<file path="config.mk">
export PLATFORM = sky130hd
export DESIGN_NAME = sigmod_ctrl
export DESIGN_NICKNAME = d
export VERILOG_FILES = /design/src/core/sigmod_pkg.sv /design/src/core/sigmod_mixer.sv /design/src/core/sigmod_ctrl.sv
export SDC_FILE = /design/constraint.sdc
export NUM_CORES = 1
export LEC_CHECK = 0
export CAP_MARGIN = 5
export CORE_ASPECT_RATIO = 0.6
export CORE_MARGIN = 2
export CORE_UTILIZATION = 49
export DETAILED_ROUTE_END_ITERATION = 8
export DONT_BUFFER_PORTS = 1
export GPL_TIMING_DRIVEN = 0
export SYNTH_ARGS = -nofsm -noshare
export SYNTH_HDL_FRONTEND = slang
export SYNTH_SLANG_ARGS = --single-unit
</file>
<file path="constraint.sdc">
create_clock -name i_clk -period 3.6 [get_ports i_clk]
set_input_delay 0.54 -clock i_clk [delete_from_list [all_inputs] [get_ports i_clk]]
set_output_delay 0.54 -clock i_clk [all_outputs]
set_load 0.01 [all_outputs]
</file>
<file path="src/core/sigmod_pkg.sv">
// package for the signal modulator control block
// assumes a 32-bit AHB-Lite bus with word registers
package sigmod_pkg;

    // register byte offsets
    localparam logic [7:0] CTRL_OFFSET   = 8'h00;
    localparam logic [7:0] SOURCE_OFFSET = 8'h04;
    localparam int         ADDR_LSB      = 2;
    localparam int         ADDR_W        = 8;

    // control register layout
    localparam int CTRL_EN_BIT     = 7;
    localparam int CTRL_OE_BIT     = 6;
    localparam int CTRL_SLEW_BIT   = 5;
    localparam int CTRL_INV_BIT    = 4;
    localparam int CTRL_STATUS_BIT = 3;
    localparam int CTRL_SWBIT_BIT  = 0;

    // source register layout
    localparam int SRC_DETACH_BIT = 7;
    localparam int SRC_SEL_LSB    = 0;
    localparam int SEL_W          = 4;
    localparam int NUM_SRC        = 16;

    // reset values
    localparam logic             CTRL_BIT_RST = 1'b0;
    localparam logic [SEL_W-1:0] SEL_RST      = 4'h0;
    localparam logic             DETACH_RST   = 1'b0;

    // modulating source codes
    localparam logic [SEL_W-1:0] SEL_SW_LEVEL  = 4'h0;
    localparam logic [SEL_W-1:0] SEL_EXT_PIN   = 4'h1;
    localparam logic [SEL_W-1:0] SEL_PWM1      = 4'h2;
    localparam logic [SEL_W-1:0] SEL_PWM2      = 4'h3;
    localparam logic [SEL_W-1:0] SEL_PWM3      = 4'h4;
    localparam logic [SEL_W-1:0] SEL_PWM4      = 4'h5;
    localparam logic [SEL_W-1:0] SEL_CMP1      = 4'h6;
    localparam logic [SEL_W-1:0] SEL_CMP2      = 4'h7;
    localparam logic [SEL_W-1:0] SEL_SYNC1     = 4'h8;
    localparam logic [SEL_W-1:0] SEL_SYNC2     = 4'h9;
    localparam logic [SEL_W-1:0] SEL_ASYNC_TX  = 4'hA;
    localparam logic [SEL_W-1:0] SEL_LAST_USED = 4'hA;

    // bus encodings
    localparam logic [1:0]  HTRANS_NONSEQ = 2'h2;
    localparam logic [2:0]  HSIZE_WORD    = 3'h2;
    localparam logic [31:0] RDATA_ZERO    = 32'h0000_0000;
    localparam logic        HRESP_OKAY    = 1'b0;

    // one-hot decode of a source code
    function automatic logic [NUM_SRC-1:0] sel_onehot(input logic [SEL_W-1:0] sel);
        logic [NUM_SRC-1:0] v;
        v      = '0;
        v[sel] = 1'b1;
        return v;
    endfunction

endpackage

</file>
<file path="src/core/sigmod_mixer.sv">
// source selection and carrier mixing of the signal modulator
// assumes reserved entries of the source vector are tied low
`timescale 1ns/100ps
module sigmod_mixer
    import sigmod_pkg::*;
(
    // configuration
    input  wire logic               i_enable,
    input  wire logic [SEL_W-1:0]   i_sel,
    input  wire logic               i_sw_level,
    // signals to mix
    input  wire logic [NUM_SRC-1:0] i_sources,
    input  wire logic               i_carrier_high,
    input  wire logic               i_carrier_low,
    // result
    output logic                    o_mixed
);

    logic modulating;
    logic car_high;
    logic car_low;

    // disabled: carriers grounded, modulating input is the software level
    always_comb begin
        if (!i_enable) begin
            modulating = i_sw_level;
            car_high   = 1'b0;
            car_low    = 1'b0;
        end else begin
            car_high = i_carrier_high;
            car_low  = i_carrier_low;
            if (i_sel == SEL_SW_LEVEL) begin
                modulating = i_sw_level;
            end else if (i_sel > SEL_LAST_USED) begin
                modulating = 1'b0;
            end else begin
                modulating = |(i_sources & sel_onehot(i_sel));
            end
        end
    end

    // high carrier gated while modulating is high, low carrier while low
    always_comb begin
        o_mixed = modulating ? car_high : car_low;
    end

endmodule // sigmod_mixer

</file>
<file path="src/core/sigmod_ctrl.sv">
// control and source-select logic of the data signal modulator
// assumes one AHB-Lite master, word accesses, inputs synchronous to i_clk
//
// Summary of operation
// - reset leaves the modulator disabled
// - reset clears all register fields
// - output enable bit 6 gates pin
// - bit 5 drives pad slew limiting
// - bit 4 inverts the modulated output
// - read-only status shows present output value
// - code 0000 selects software modulation bit
// - codes 0110/0111 select comparators one, two
// - codes 0010-0100 select pwm units one-three
// - output is modulating gated onto chosen carrier
// - disabled forces carriers low, software bit
// - pin held low while output disabled
// - detach bit frees selected peripheral pin
//
// Our own choices: the placing of the registers and the AHB-Lite slave port.
`timescale 1ns/100ps
module sigmod_ctrl
    import sigmod_pkg::*;
(
    // clock and reset
    input  wire logic        i_clk,
    input  wire logic        i_sys_rst,
    // ahb-lite slave
    input  wire logic        hsel,
    input  wire logic [31:0] haddr,
    input  wire logic [1:0]  htrans,
    input  wire logic        hwrite,
    input  wire logic [2:0]  hsize,
    input  wire logic [31:0] hwdata,
    input  wire logic        hready,
    output logic      [31:0] hrdata,
    output logic             hreadyout,
    output logic             hresp,
    // modulating sources
    input  wire logic        i_ext_mod_pin,
    input  wire logic        i_pwm_unit1,
    input  wire logic        i_pwm_unit2,
    input  wire logic        i_pwm_unit3,
    input  wire logic        i_pwm_unit4,
    input  wire logic        i_comparator1,
    input  wire logic        i_comparator2,
    input  wire logic        i_sync_serial_unit1,
    input  wire logic        i_sync_serial_unit2,
    input  wire logic        i_async_serial_unit_tx,
    // carriers, already selected
    input  wire logic        i_carrier_high,
    input  wire logic        i_carrier_low,
    // pin side
    output logic             o_mod_pin,
    output logic             o_slew_limit,
    output logic [15:0]      o_source_pin_detach
);

    // address phase held for the data phase
    logic              wr_pend_r;
    logic              wr_pend_nxt;
    logic [ADDR_W-1:0] wr_addr_r;
    logic [ADDR_W-1:0] wr_addr_nxt;

    // control register fields
    logic modulator_enable_r;
    logic modulator_enable_nxt;
    logic pin_output_enable_r;
    logic pin_output_enable_nxt;
    logic slew_limit_enable_r;
    logic slew_limit_enable_nxt;
    logic output_invert_r;
    logic output_invert_nxt;
    logic output_level_status_r;
    logic output_level_status_nxt;
    logic software_modulation_level_r;
    logic software_modulation_level_nxt;

    // source register fields
    logic             source_pin_detach_r;
    logic             source_pin_detach_nxt;
    logic [SEL_W-1:0] modulation_source_select_r;
    logic [SEL_W-1:0] modulation_source_select_nxt;

    // bus answer registers
    logic [31:0] hrdata_r;
    logic [31:0] hrdata_nxt;
    logic        hreadyout_r;
    logic        hreadyout_nxt;
    logic        hresp_r;
    logic        hresp_nxt;

    // pin side registers
    logic          mod_pin_r;
    logic          mod_pin_nxt;
    logic          slew_r;
    logic          slew_nxt;
    logic [15:0]   detach_r;
    logic [15:0]   detach_nxt;

    // combinational helpers
    logic               addr_valid;
    logic [ADDR_W-1:0]  addr_word;
    logic [NUM_SRC-1:0] sources;
    logic               mixed;
    logic               shaped;

    // reserved codes stay tied low so they never connect a channel
    assign sources = {5'h00,
                      i_async_serial_unit_tx,
                      i_sync_serial_unit2,
                      i_sync_serial_unit1,
                      i_comparator2,
                      i_comparator1,
                      i_pwm_unit4,
                      i_pwm_unit3,
                      i_pwm_unit2,
                      i_pwm_unit1,
                      i_ext_mod_pin,
                      1'b0};

    // selection and carrier gating
    sigmod_mixer u_mixer (
        .i_enable       (modulator_enable_r),
        .i_sel          (modulation_source_select_r),
        .i_sw_level     (software_modulation_level_r),
        .i_sources      (sources),
        .i_carrier_high (i_carrier_high),
        .i_carrier_low  (i_carrier_low),
        .o_mixed        (mixed)
    );

    // polarity applied ahead of the pin gate
    assign shaped = mixed ^ output_invert_r;

    // address phase qualification; byte lanes inside a word are ignored
    assign addr_valid = hsel && hready && (htrans == HTRANS_NONSEQ)
                        && (hsize == HSIZE_WORD);
    assign addr_word  = {haddr[ADDR_W-1:ADDR_LSB], {ADDR_LSB{1'b0}}};

    // register decode shared by the write and the read path
    function automatic logic hits_ctrl(input logic [ADDR_W-1:0] a);
        return a == CTRL_OFFSET;
    endfunction

    function automatic logic hits_source(input logic [ADDR_W-1:0] a);
        return a == SOURCE_OFFSET;
    endfunction

    // read words; unimplemented bits always come back zero
    function automatic logic [31:0] ctrl_word(
        input logic en,
        input logic oe,
        input logic slew,
        input logic inv,
        input logic status,
        input logic sw
    );
        logic [31:0] w;
        w                  = RDATA_ZERO;
        w[CTRL_EN_BIT]     = en;
        w[CTRL_OE_BIT]     = oe;
        w[CTRL_SLEW_BIT]   = slew;
        w[CTRL_INV_BIT]    = inv;
        w[CTRL_STATUS_BIT] = status;
        w[CTRL_SWBIT_BIT]  = sw;
        return w;
    endfunction

    function automatic logic [31:0] source_word(
        input logic             detach,
        input logic [SEL_W-1:0] sel
    );
        logic [31:0] w;
        w                       = RDATA_ZERO;
        w[SRC_DETACH_BIT]       = detach;
        w[SRC_SEL_LSB +: SEL_W] = sel;
        return w;
    endfunction

    // register next state
    always_comb begin
        wr_pend_nxt                   = 1'b0;
        wr_addr_nxt                   = wr_addr_r;
        modulator_enable_nxt          = modulator_enable_r;
        pin_output_enable_nxt         = pin_output_enable_r;
        slew_limit_enable_nxt         = slew_limit_enable_r;
        output_invert_nxt             = output_invert_r;
        software_modulation_level_nxt = software_modulation_level_r;
        source_pin_detach_nxt         = source_pin_detach_r;
        modulation_source_select_nxt  = modulation_source_select_r;
        // status follows the modulator, never a bus write
        output_level_status_nxt       = shaped;

        // data phase of a write
        if (wr_pend_r) begin
            if (hits_ctrl(wr_addr_r)) begin
                modulator_enable_nxt          = hwdata[CTRL_EN_BIT];
                pin_output_enable_nxt         = hwdata[CTRL_OE_BIT];
                slew_limit_enable_nxt         = hwdata[CTRL_SLEW_BIT];
                output_invert_nxt             = hwdata[CTRL_INV_BIT];
                software_modulation_level_nxt = hwdata[CTRL_SWBIT_BIT];
            end else if (hits_source(wr_addr_r)) begin
                source_pin_detach_nxt        = hwdata[SRC_DETACH_BIT];
                modulation_source_select_nxt = hwdata[SRC_SEL_LSB +: SEL_W];
            end
        end

        // address phase of a write is held for its data phase
        if (addr_valid && hwrite) begin
            wr_pend_nxt = 1'b1;
            wr_addr_nxt = addr_word;
        end
    end

    // bus answer next state; reads see any write finishing this cycle
    always_comb begin
        hrdata_nxt    = hrdata_r;
        hreadyout_nxt = 1'b1;                                       // zero wait states
        hresp_nxt     = HRESP_OKAY;
        if (addr_valid && !hwrite) begin
            if (hits_ctrl(addr_word)) begin
                hrdata_nxt = ctrl_word(modulator_enable_nxt,
                                       pin_output_enable_nxt,
                                       slew_limit_enable_nxt,
                                       output_invert_nxt,
                                       output_level_status_r,
                                       software_modulation_level_nxt);
            end else if (hits_source(addr_word)) begin
                hrdata_nxt = source_word(source_pin_detach_nxt,
                                         modulation_source_select_nxt);
            end else begin
                hrdata_nxt = RDATA_ZERO;
            end
        end
    end

    // bus and register state
    always_ff @(posedge i_clk or posedge i_sys_rst) begin
        if (i_sys_rst) begin
            wr_pend_r                   <= 1'b0;
            wr_addr_r                   <= CTRL_OFFSET;
            modulator_enable_r          <= CTRL_BIT_RST;
            pin_output_enable_r         <= CTRL_BIT_RST;
            slew_limit_enable_r         <= CTRL_BIT_RST;
            output_invert_r             <= CTRL_BIT_RST;
            output_level_status_r       <= CTRL_BIT_RST;
            software_modulation_level_r <= CTRL_BIT_RST;
            source_pin_detach_r         <= DETACH_RST;
            modulation_source_select_r  <= SEL_RST;
        end else begin
            wr_pend_r                   <= wr_pend_nxt;
            wr_addr_r                   <= wr_addr_nxt;
            modulator_enable_r          <= modulator_enable_nxt;
            pin_output_enable_r         <= pin_output_enable_nxt;
            slew_limit_enable_r         <= slew_limit_enable_nxt;
            output_invert_r             <= output_invert_nxt;
            output_level_status_r       <= output_level_status_nxt;
            software_modulation_level_r <= software_modulation_level_nxt;
            source_pin_detach_r         <= source_pin_detach_nxt;
            modulation_source_select_r  <= modulation_source_select_nxt;
        end
    end

    // bus answer registers; ready stays high through reset as well
    always_ff @(posedge i_clk or posedge i_sys_rst) begin
        if (i_sys_rst) begin
            hrdata_r    <= RDATA_ZERO;
            hreadyout_r <= 1'b1;
            hresp_r     <= HRESP_OKAY;
        end else begin
            hrdata_r    <= hrdata_nxt;
            hreadyout_r <= hreadyout_nxt;
            hresp_r     <= hresp_nxt;
        end
    end

    // pin side next state
    always_comb begin
        // gated low, mixing keeps running behind the gate
        mod_pin_nxt = pin_output_enable_r ? shaped : 1'b0;
        slew_nxt    = slew_limit_enable_r;
        detach_nxt  = '0;
        // only the selected peripheral loses its own pin
        if (source_pin_detach_r && modulation_source_select_r != SEL_SW_LEVEL) begin
            detach_nxt = sel_onehot(modulation_source_select_r);
        end
    end

    // pin side registers; one cycle of latency on the pin
    always_ff @(posedge i_clk or posedge i_sys_rst) begin
        if (i_sys_rst) begin
            mod_pin_r <= 1'b0;
            slew_r    <= CTRL_BIT_RST;
            detach_r  <= '0;
        end else begin
            mod_pin_r <= mod_pin_nxt;
            slew_r    <= slew_nxt;
            detach_r  <= detach_nxt;
        end
    end

    // outputs straight from flops
    assign hrdata              = hrdata_r;
    assign hreadyout           = hreadyout_r;
    assign hresp               = hresp_r;
    assign o_mod_pin           = mod_pin_r;
    assign o_slew_limit        = slew_r;
    assign o_source_pin_detach = detach_r;

endmodule // sigmod_ctrl

</file>
; Yosys cells after proc, flatten, opt, wreduce, memory -nomap -nowiden
; Index checks and enable logic that the tools add are counted.
[word_totals]
regBits = 68
inputBits = 86
out_inout_bits = 52
wordCells = 65
[op_classes]
magnitude_cmp = 3
eq_ne = 4
n_mux = 29
n_bitwise = 2
n_reduce_logical = 13
[op_table]
columns = cell, count
row1 = $mux 1, 22
row2 = $and 11x16->16, 1
row3 = $logic_not 8->1, 2
row4 = $mux 16, 1
row5 = $mux 8, 2
row6 = $reduce_or 16->1, 1
row7 = $eq 6x1->1 const B, 2
row8 = $mux 4, 3
row9 = $logic_and 1x1->1, 7
row10 = $lt 4x5->1 const B, 1
row11 = $demux 1 s4, 1
row12 = $ge 4x1->1 const B, 1
row13 = $gt 4x4->1 const B, 1
row14 = $logic_not 4->1, 1
row15 = $reduce_bool 4->1, 1
row16 = $eq 3x2->1 const B, 1
row17 = $eq 2x2->1 const B, 1
row18 = $logic_not 1->1, 1
row19 = $xor 1x1->1, 1

; Depth between registers and ports, before layout
[logic_depth]
word_depth = 12
depth_mapped = 7

; Modules after synthesis
; A second synthesis with hierarchy kept.
[hier_totals]
hier_cells = 183
area_unflattened_um2 = 2163.3
[modules_own_cells]
columns = mod, n_inst, cells_each, area_each_um2
row1 = sigmod_ctrl, 1, 161, 1954.4
row2 = sigmod_mixer, 1, 22, 209.0

; Least setup slack after synthesis
; Ideal clock, no wire load.
[synth_timing]
path_type = input to register
startpoint = in i_pwm_unit3
endpoint = reg output_level_status_r
arrival_time_ns = 1.585
required_time_ns = 3.477
path_slack_ns = 1.892
stages = 6
n_path_buf = 0
path_cell_list = or3b_1 a21oi_1 nor4_1 a211o_1 and3_4 xnor2_1
[synth_via]
elab_chain_len = 7
[synth_lines]
columns = item, line_no
row1 = "start, declared", sigmod_ctrl.sv:42  ; input wire logic i_pwm_unit3,
row2 = $and 11x16->16, sigmod_mixer.sv:37  ; modulating = |(i_sources & sel_onehot(i_sel));
row3 = $reduce_or 16->1, sigmod_mixer.sv:37
row4 = $mux 1, sigmod_mixer.sv:34  ; end else if (i_sel > SEL_LAST_USED) begin
row5 = $mux 1, sigmod_mixer.sv:32  ; if (i_sel == SEL_SW_LEVEL) begin
row6 = $mux 1, sigmod_mixer.sv:25  ; if (!i_enable) begin
row7 = $mux 1, sigmod_mixer.sv:44  ; o_mixed = modulating ? car_high : car_low;
row8 = $xor 1x1->1, sigmod_ctrl.sv:133  ; assign shaped = mixed ^ output_invert_r;
row9 = named net output_level_status_nxt, sigmod_ctrl.sv:74  ; logic output_level_status_nxt;
row10 = "end signal, assigned", sigmod_ctrl.sv:257  ; output_level_status_r <= output_level_status_nxt;
row11 = "end, declared", sigmod_ctrl.sv:73  ; logic output_level_status_r;
; The timed path passes the listed nets, and every way through them passes these cells.
; A chain may end at the register's enable or synchronous reset.

; Worst setup path after layout
[layout_timing]
startpoint = reg wr_addr_r[4]
endpoint = reg hrdata_r[4], in the netlist hrdata[4]
[layout_via]
elab_chain_len = 4
[layout_lines]
columns = item, line_no
row1 = "start, declared", sigmod_ctrl.sv:61  ; logic [ADDR_W-1:0] wr_addr_r;
row2 = "start signal, assigned", sigmod_ctrl.sv:252  ; wr_addr_r <= wr_addr_nxt;
row3 = $logic_not 8->1, sigmod_ctrl.sv:142  ; return a == CTRL_OFFSET;
row4 = $mux 1, sigmod_ctrl.sv:196  ; if (hits_ctrl(wr_addr_r)) begin
row5 = $mux 1, sigmod_ctrl.sv:195  ; if (wr_pend_r) begin
row6 = named net output_invert_nxt, sigmod_ctrl.sv:72  ; logic output_invert_nxt;
row7 = $mux 8, sigmod_ctrl.sv:221  ; if (hits_ctrl(addr_word)) begin
row8 = "end signal, assigned", sigmod_ctrl.sv:271  ; hrdata_r <= hrdata_nxt;
row9 = "end, declared", sigmod_ctrl.sv:85  ; logic [31:0] hrdata_r;
; The timed path passes the listed nets, and every way through them passes these cells.

==> flow_summary.ini <==
[worst_setup_path]
crit_path_end_kind = flip-flop
r2r_slack_ns = 1.62
reg2reg_to = hrdata[4]
path_cells = nor4b_2, nand2_1, nor2_2, mux2_1, a22o_1
critical_path.slowest_cell = dfrtp_1
required_ns = 3.78
cp-start-kind = flip-flop
crit_type = reg2reg
cp_slowest_stage_delay_ns = 0.40
timing.rr.start = wr_addr_r[4]
worstPathArrival_ns = 2.16
critPathMaxFanout = 7
r2r_cells = 5

[sta]
fmax_mhz = 506
period_share_pct = 54.9
setup_tns_ns = 0
drv_slew = 0
tightest_slew_ns = 0.882
min_period_ns = 1.98
worst_slack_ns = 1.62
setup_viol = 0
clock_skew_ns = 0.00388
rsz0062_at_grt = false
slew_headroom_pct = 41.1
finalHoldViolations = 0

[synth]
syn-mean-instance-area_um2 = 10.5
seq_area_frac_synth_pct = 52.8
mappedNetlistArea_um2 = 2090
yosysUniqueCellTypes = 34
ys_top_cells_by_area = dfrtp_1 53%, buf_4 9.7%, mux2_2 5.4%
ys_seq_elements = 44
synth_edf_count = 0
synthFlopType = dfrtp_1
synth_top_area_share_pct = 52.8
synthArstFlopShare_pct = 100
synth_largest_area_cell = dfrtp_1
syn_inst = 198
yosys_warnings = 0

[layout]
nNetsFinal = 316
stdcell_count = 291
fill_cells = 367
diodes = 0
syn2layout_area_growth_pct = 12.5
drive_gt1_share_pct = 22.9
fin_util_pct = 57.3
multiInputGateArea_um2 = 828
seqCellArea_um2 = 1100
final_cell_area_um2 = 2350

[detailed_routing]
firstDrtPassIters = 4
wl_per_cell_um = 14.7
top_layer = met4
avgViaCountPerCell = 5.00
drt-initial-drc-count = 94
m1WireLength_um = 1860
drc_errors = 0
wl_met3_um = 504
routed_wl_um = 4270
met2WireLength_um = 1870
drt.antenna.violating_nets = 0
num_vias = 1456

[clocking]
root_buffer = clkbuf_8
cts_buffers = 5
cts_buffer_depth = 2
cts_tree = yes
cts.htree.levels = 2
clock_latency_ns = 0.29
holdBufCountCts = 0
cts_resized = 0
clock-sinks = 44
clkTransAtPathRegs_ns = 0.08
post-cts-setup-buffer-count = 0

[global_route]
antenna_found_initial = 0
gr-total-overflow = 0
grt_pass1_wl_um = 6760
grt_max_degree = 45
grt_util_all_layers_pct = 19.0
grt_pass1_vias = 1403

[floorplan]
dieArea_um2 = 4810
design.core.area_um2 = 4100
die_w_um = 88.2
start_util_pct = 50.9
rows = 18
ios = 138
chipHeight_um = 54.5

[placed_design]
dpl_cell_area_um2 = 2250
place_inst = 283
dp_worst_setup_slack_ns = 1.61
io_buffers = 0
dp_hpwl_um = 3410
gp_congestion = 0.868

[outcome]
status = finished clean

[min_path]
hp-class = in2async

[power]
leakage_nw = 1.16
irDropWorstVdd_uv = 186
pwr_density_cell_nw_per_um2 = 408

[run]
drv_cap = 0
-- synthesized netlist by cell type, drive strengths merged, types with 5 or more instances --
cell	number
buf	30
mux2	13
a22o	5
nor2	24
nand3b	6
o21ai	5
dfrtp	44
nand2	16
inv	5
nor3	8
nand2b	6
a21oi	8
-- worst max-delay path: cells and delay by family (launching register included) --
kind,cells,cell delay [ns]
simple gates,3,0.90
flops,1,0.40
mux,1,0.38
compound gates,1,0.19
-- flip-flops by register name, summed over array words and instances (netlist names) --
name	count
output_invert_r	1
modulation_source_select_r	4
o_mod_pin	1
wr_pend_r	1
pin_output_enable_r	1
output_level_status_r	1
modulator_enable_r	1
o_source_pin_detach	16
source_pin_detach_r	1
software_modulation_level_r	1
hrdata	8
slew_limit_enable_r	1
wr_addr_r	6
o_slew_limit	1
-- through the flow --
step	hold WS, ns	total power, mW
final	0.315	0.957
after global routing	0.377	1.01
after CTS	0.348	0.967
after detailed placement	0.359	0.657
after global placement	0.353	0.653
after floorplan	0.347	0.638
-- cell families (layout without fill, tap and decap cells) --
kind of cell              Yosys count  count (layout)  share of synthesized area [%]
and+or+nand+nor                    72              72                           17.7
AOI/OAI and AO/OA                  27              27                           8.76
other                               2              27                          0.360
muxes                              15              15                           7.98
xor gates and xnor gates            1               1                          0.420
DFF                                44              44                           52.8
buffers and inverters              37              45                           12.0
-- metal layers --
layer,GRT usage (%),vias to the layer above
met2,29.4,59
met4,3.54,0
met1,24.6,704
met3,9.35,6
met5,0,-
li1,-,687
-- layout by cell type (no fill, tap or decap), types with 6 or more instances in the layout --
master	count
nand2_1	16
clkbuf_8	6
nand3b_1	6
mux2_2	10
conb_1	27
nor3_1	8
a21oi_1	8
nand2b_1	6
dfrtp_1	44
buf_4	27
nor2_1	23
-- worst max path at each step --
stage | start | end | slack (ns)
after global routing | wr_addr_r[3] | hrdata[4] | 1.48
after CTS | wr_addr_r[4] | hrdata[4] | 1.58
after global placement | i_sys_rst | o_mod_pin | 1.65
after floorplan | i_pwm_unit3 | output_level_status_r | 1.89
final | wr_addr_r[4] | hrdata[4] | 1.62
after detailed placement | wr_addr_r[4] | hrdata[4] | 1.61
-- cell type report --
cell class	instances	share of cell area [%]
tap	60	3.20
multi-input combinational	142	35.3
inverter	5	0.800
clock buffer	6	3.52
buffer	32	9.86
clock inverter	2	0.426
sequential	44	46.9
-- where the power goes --
part           total [mW]  internal (mW)  switching [mW]
logic               0.114         0.0527          0.0610
registers           0.534          0.515          0.0194
clock network       0.309          0.153           0.156
total               0.957          0.721           0.236
No activity file was read; power rests on OpenSTA's default activity.
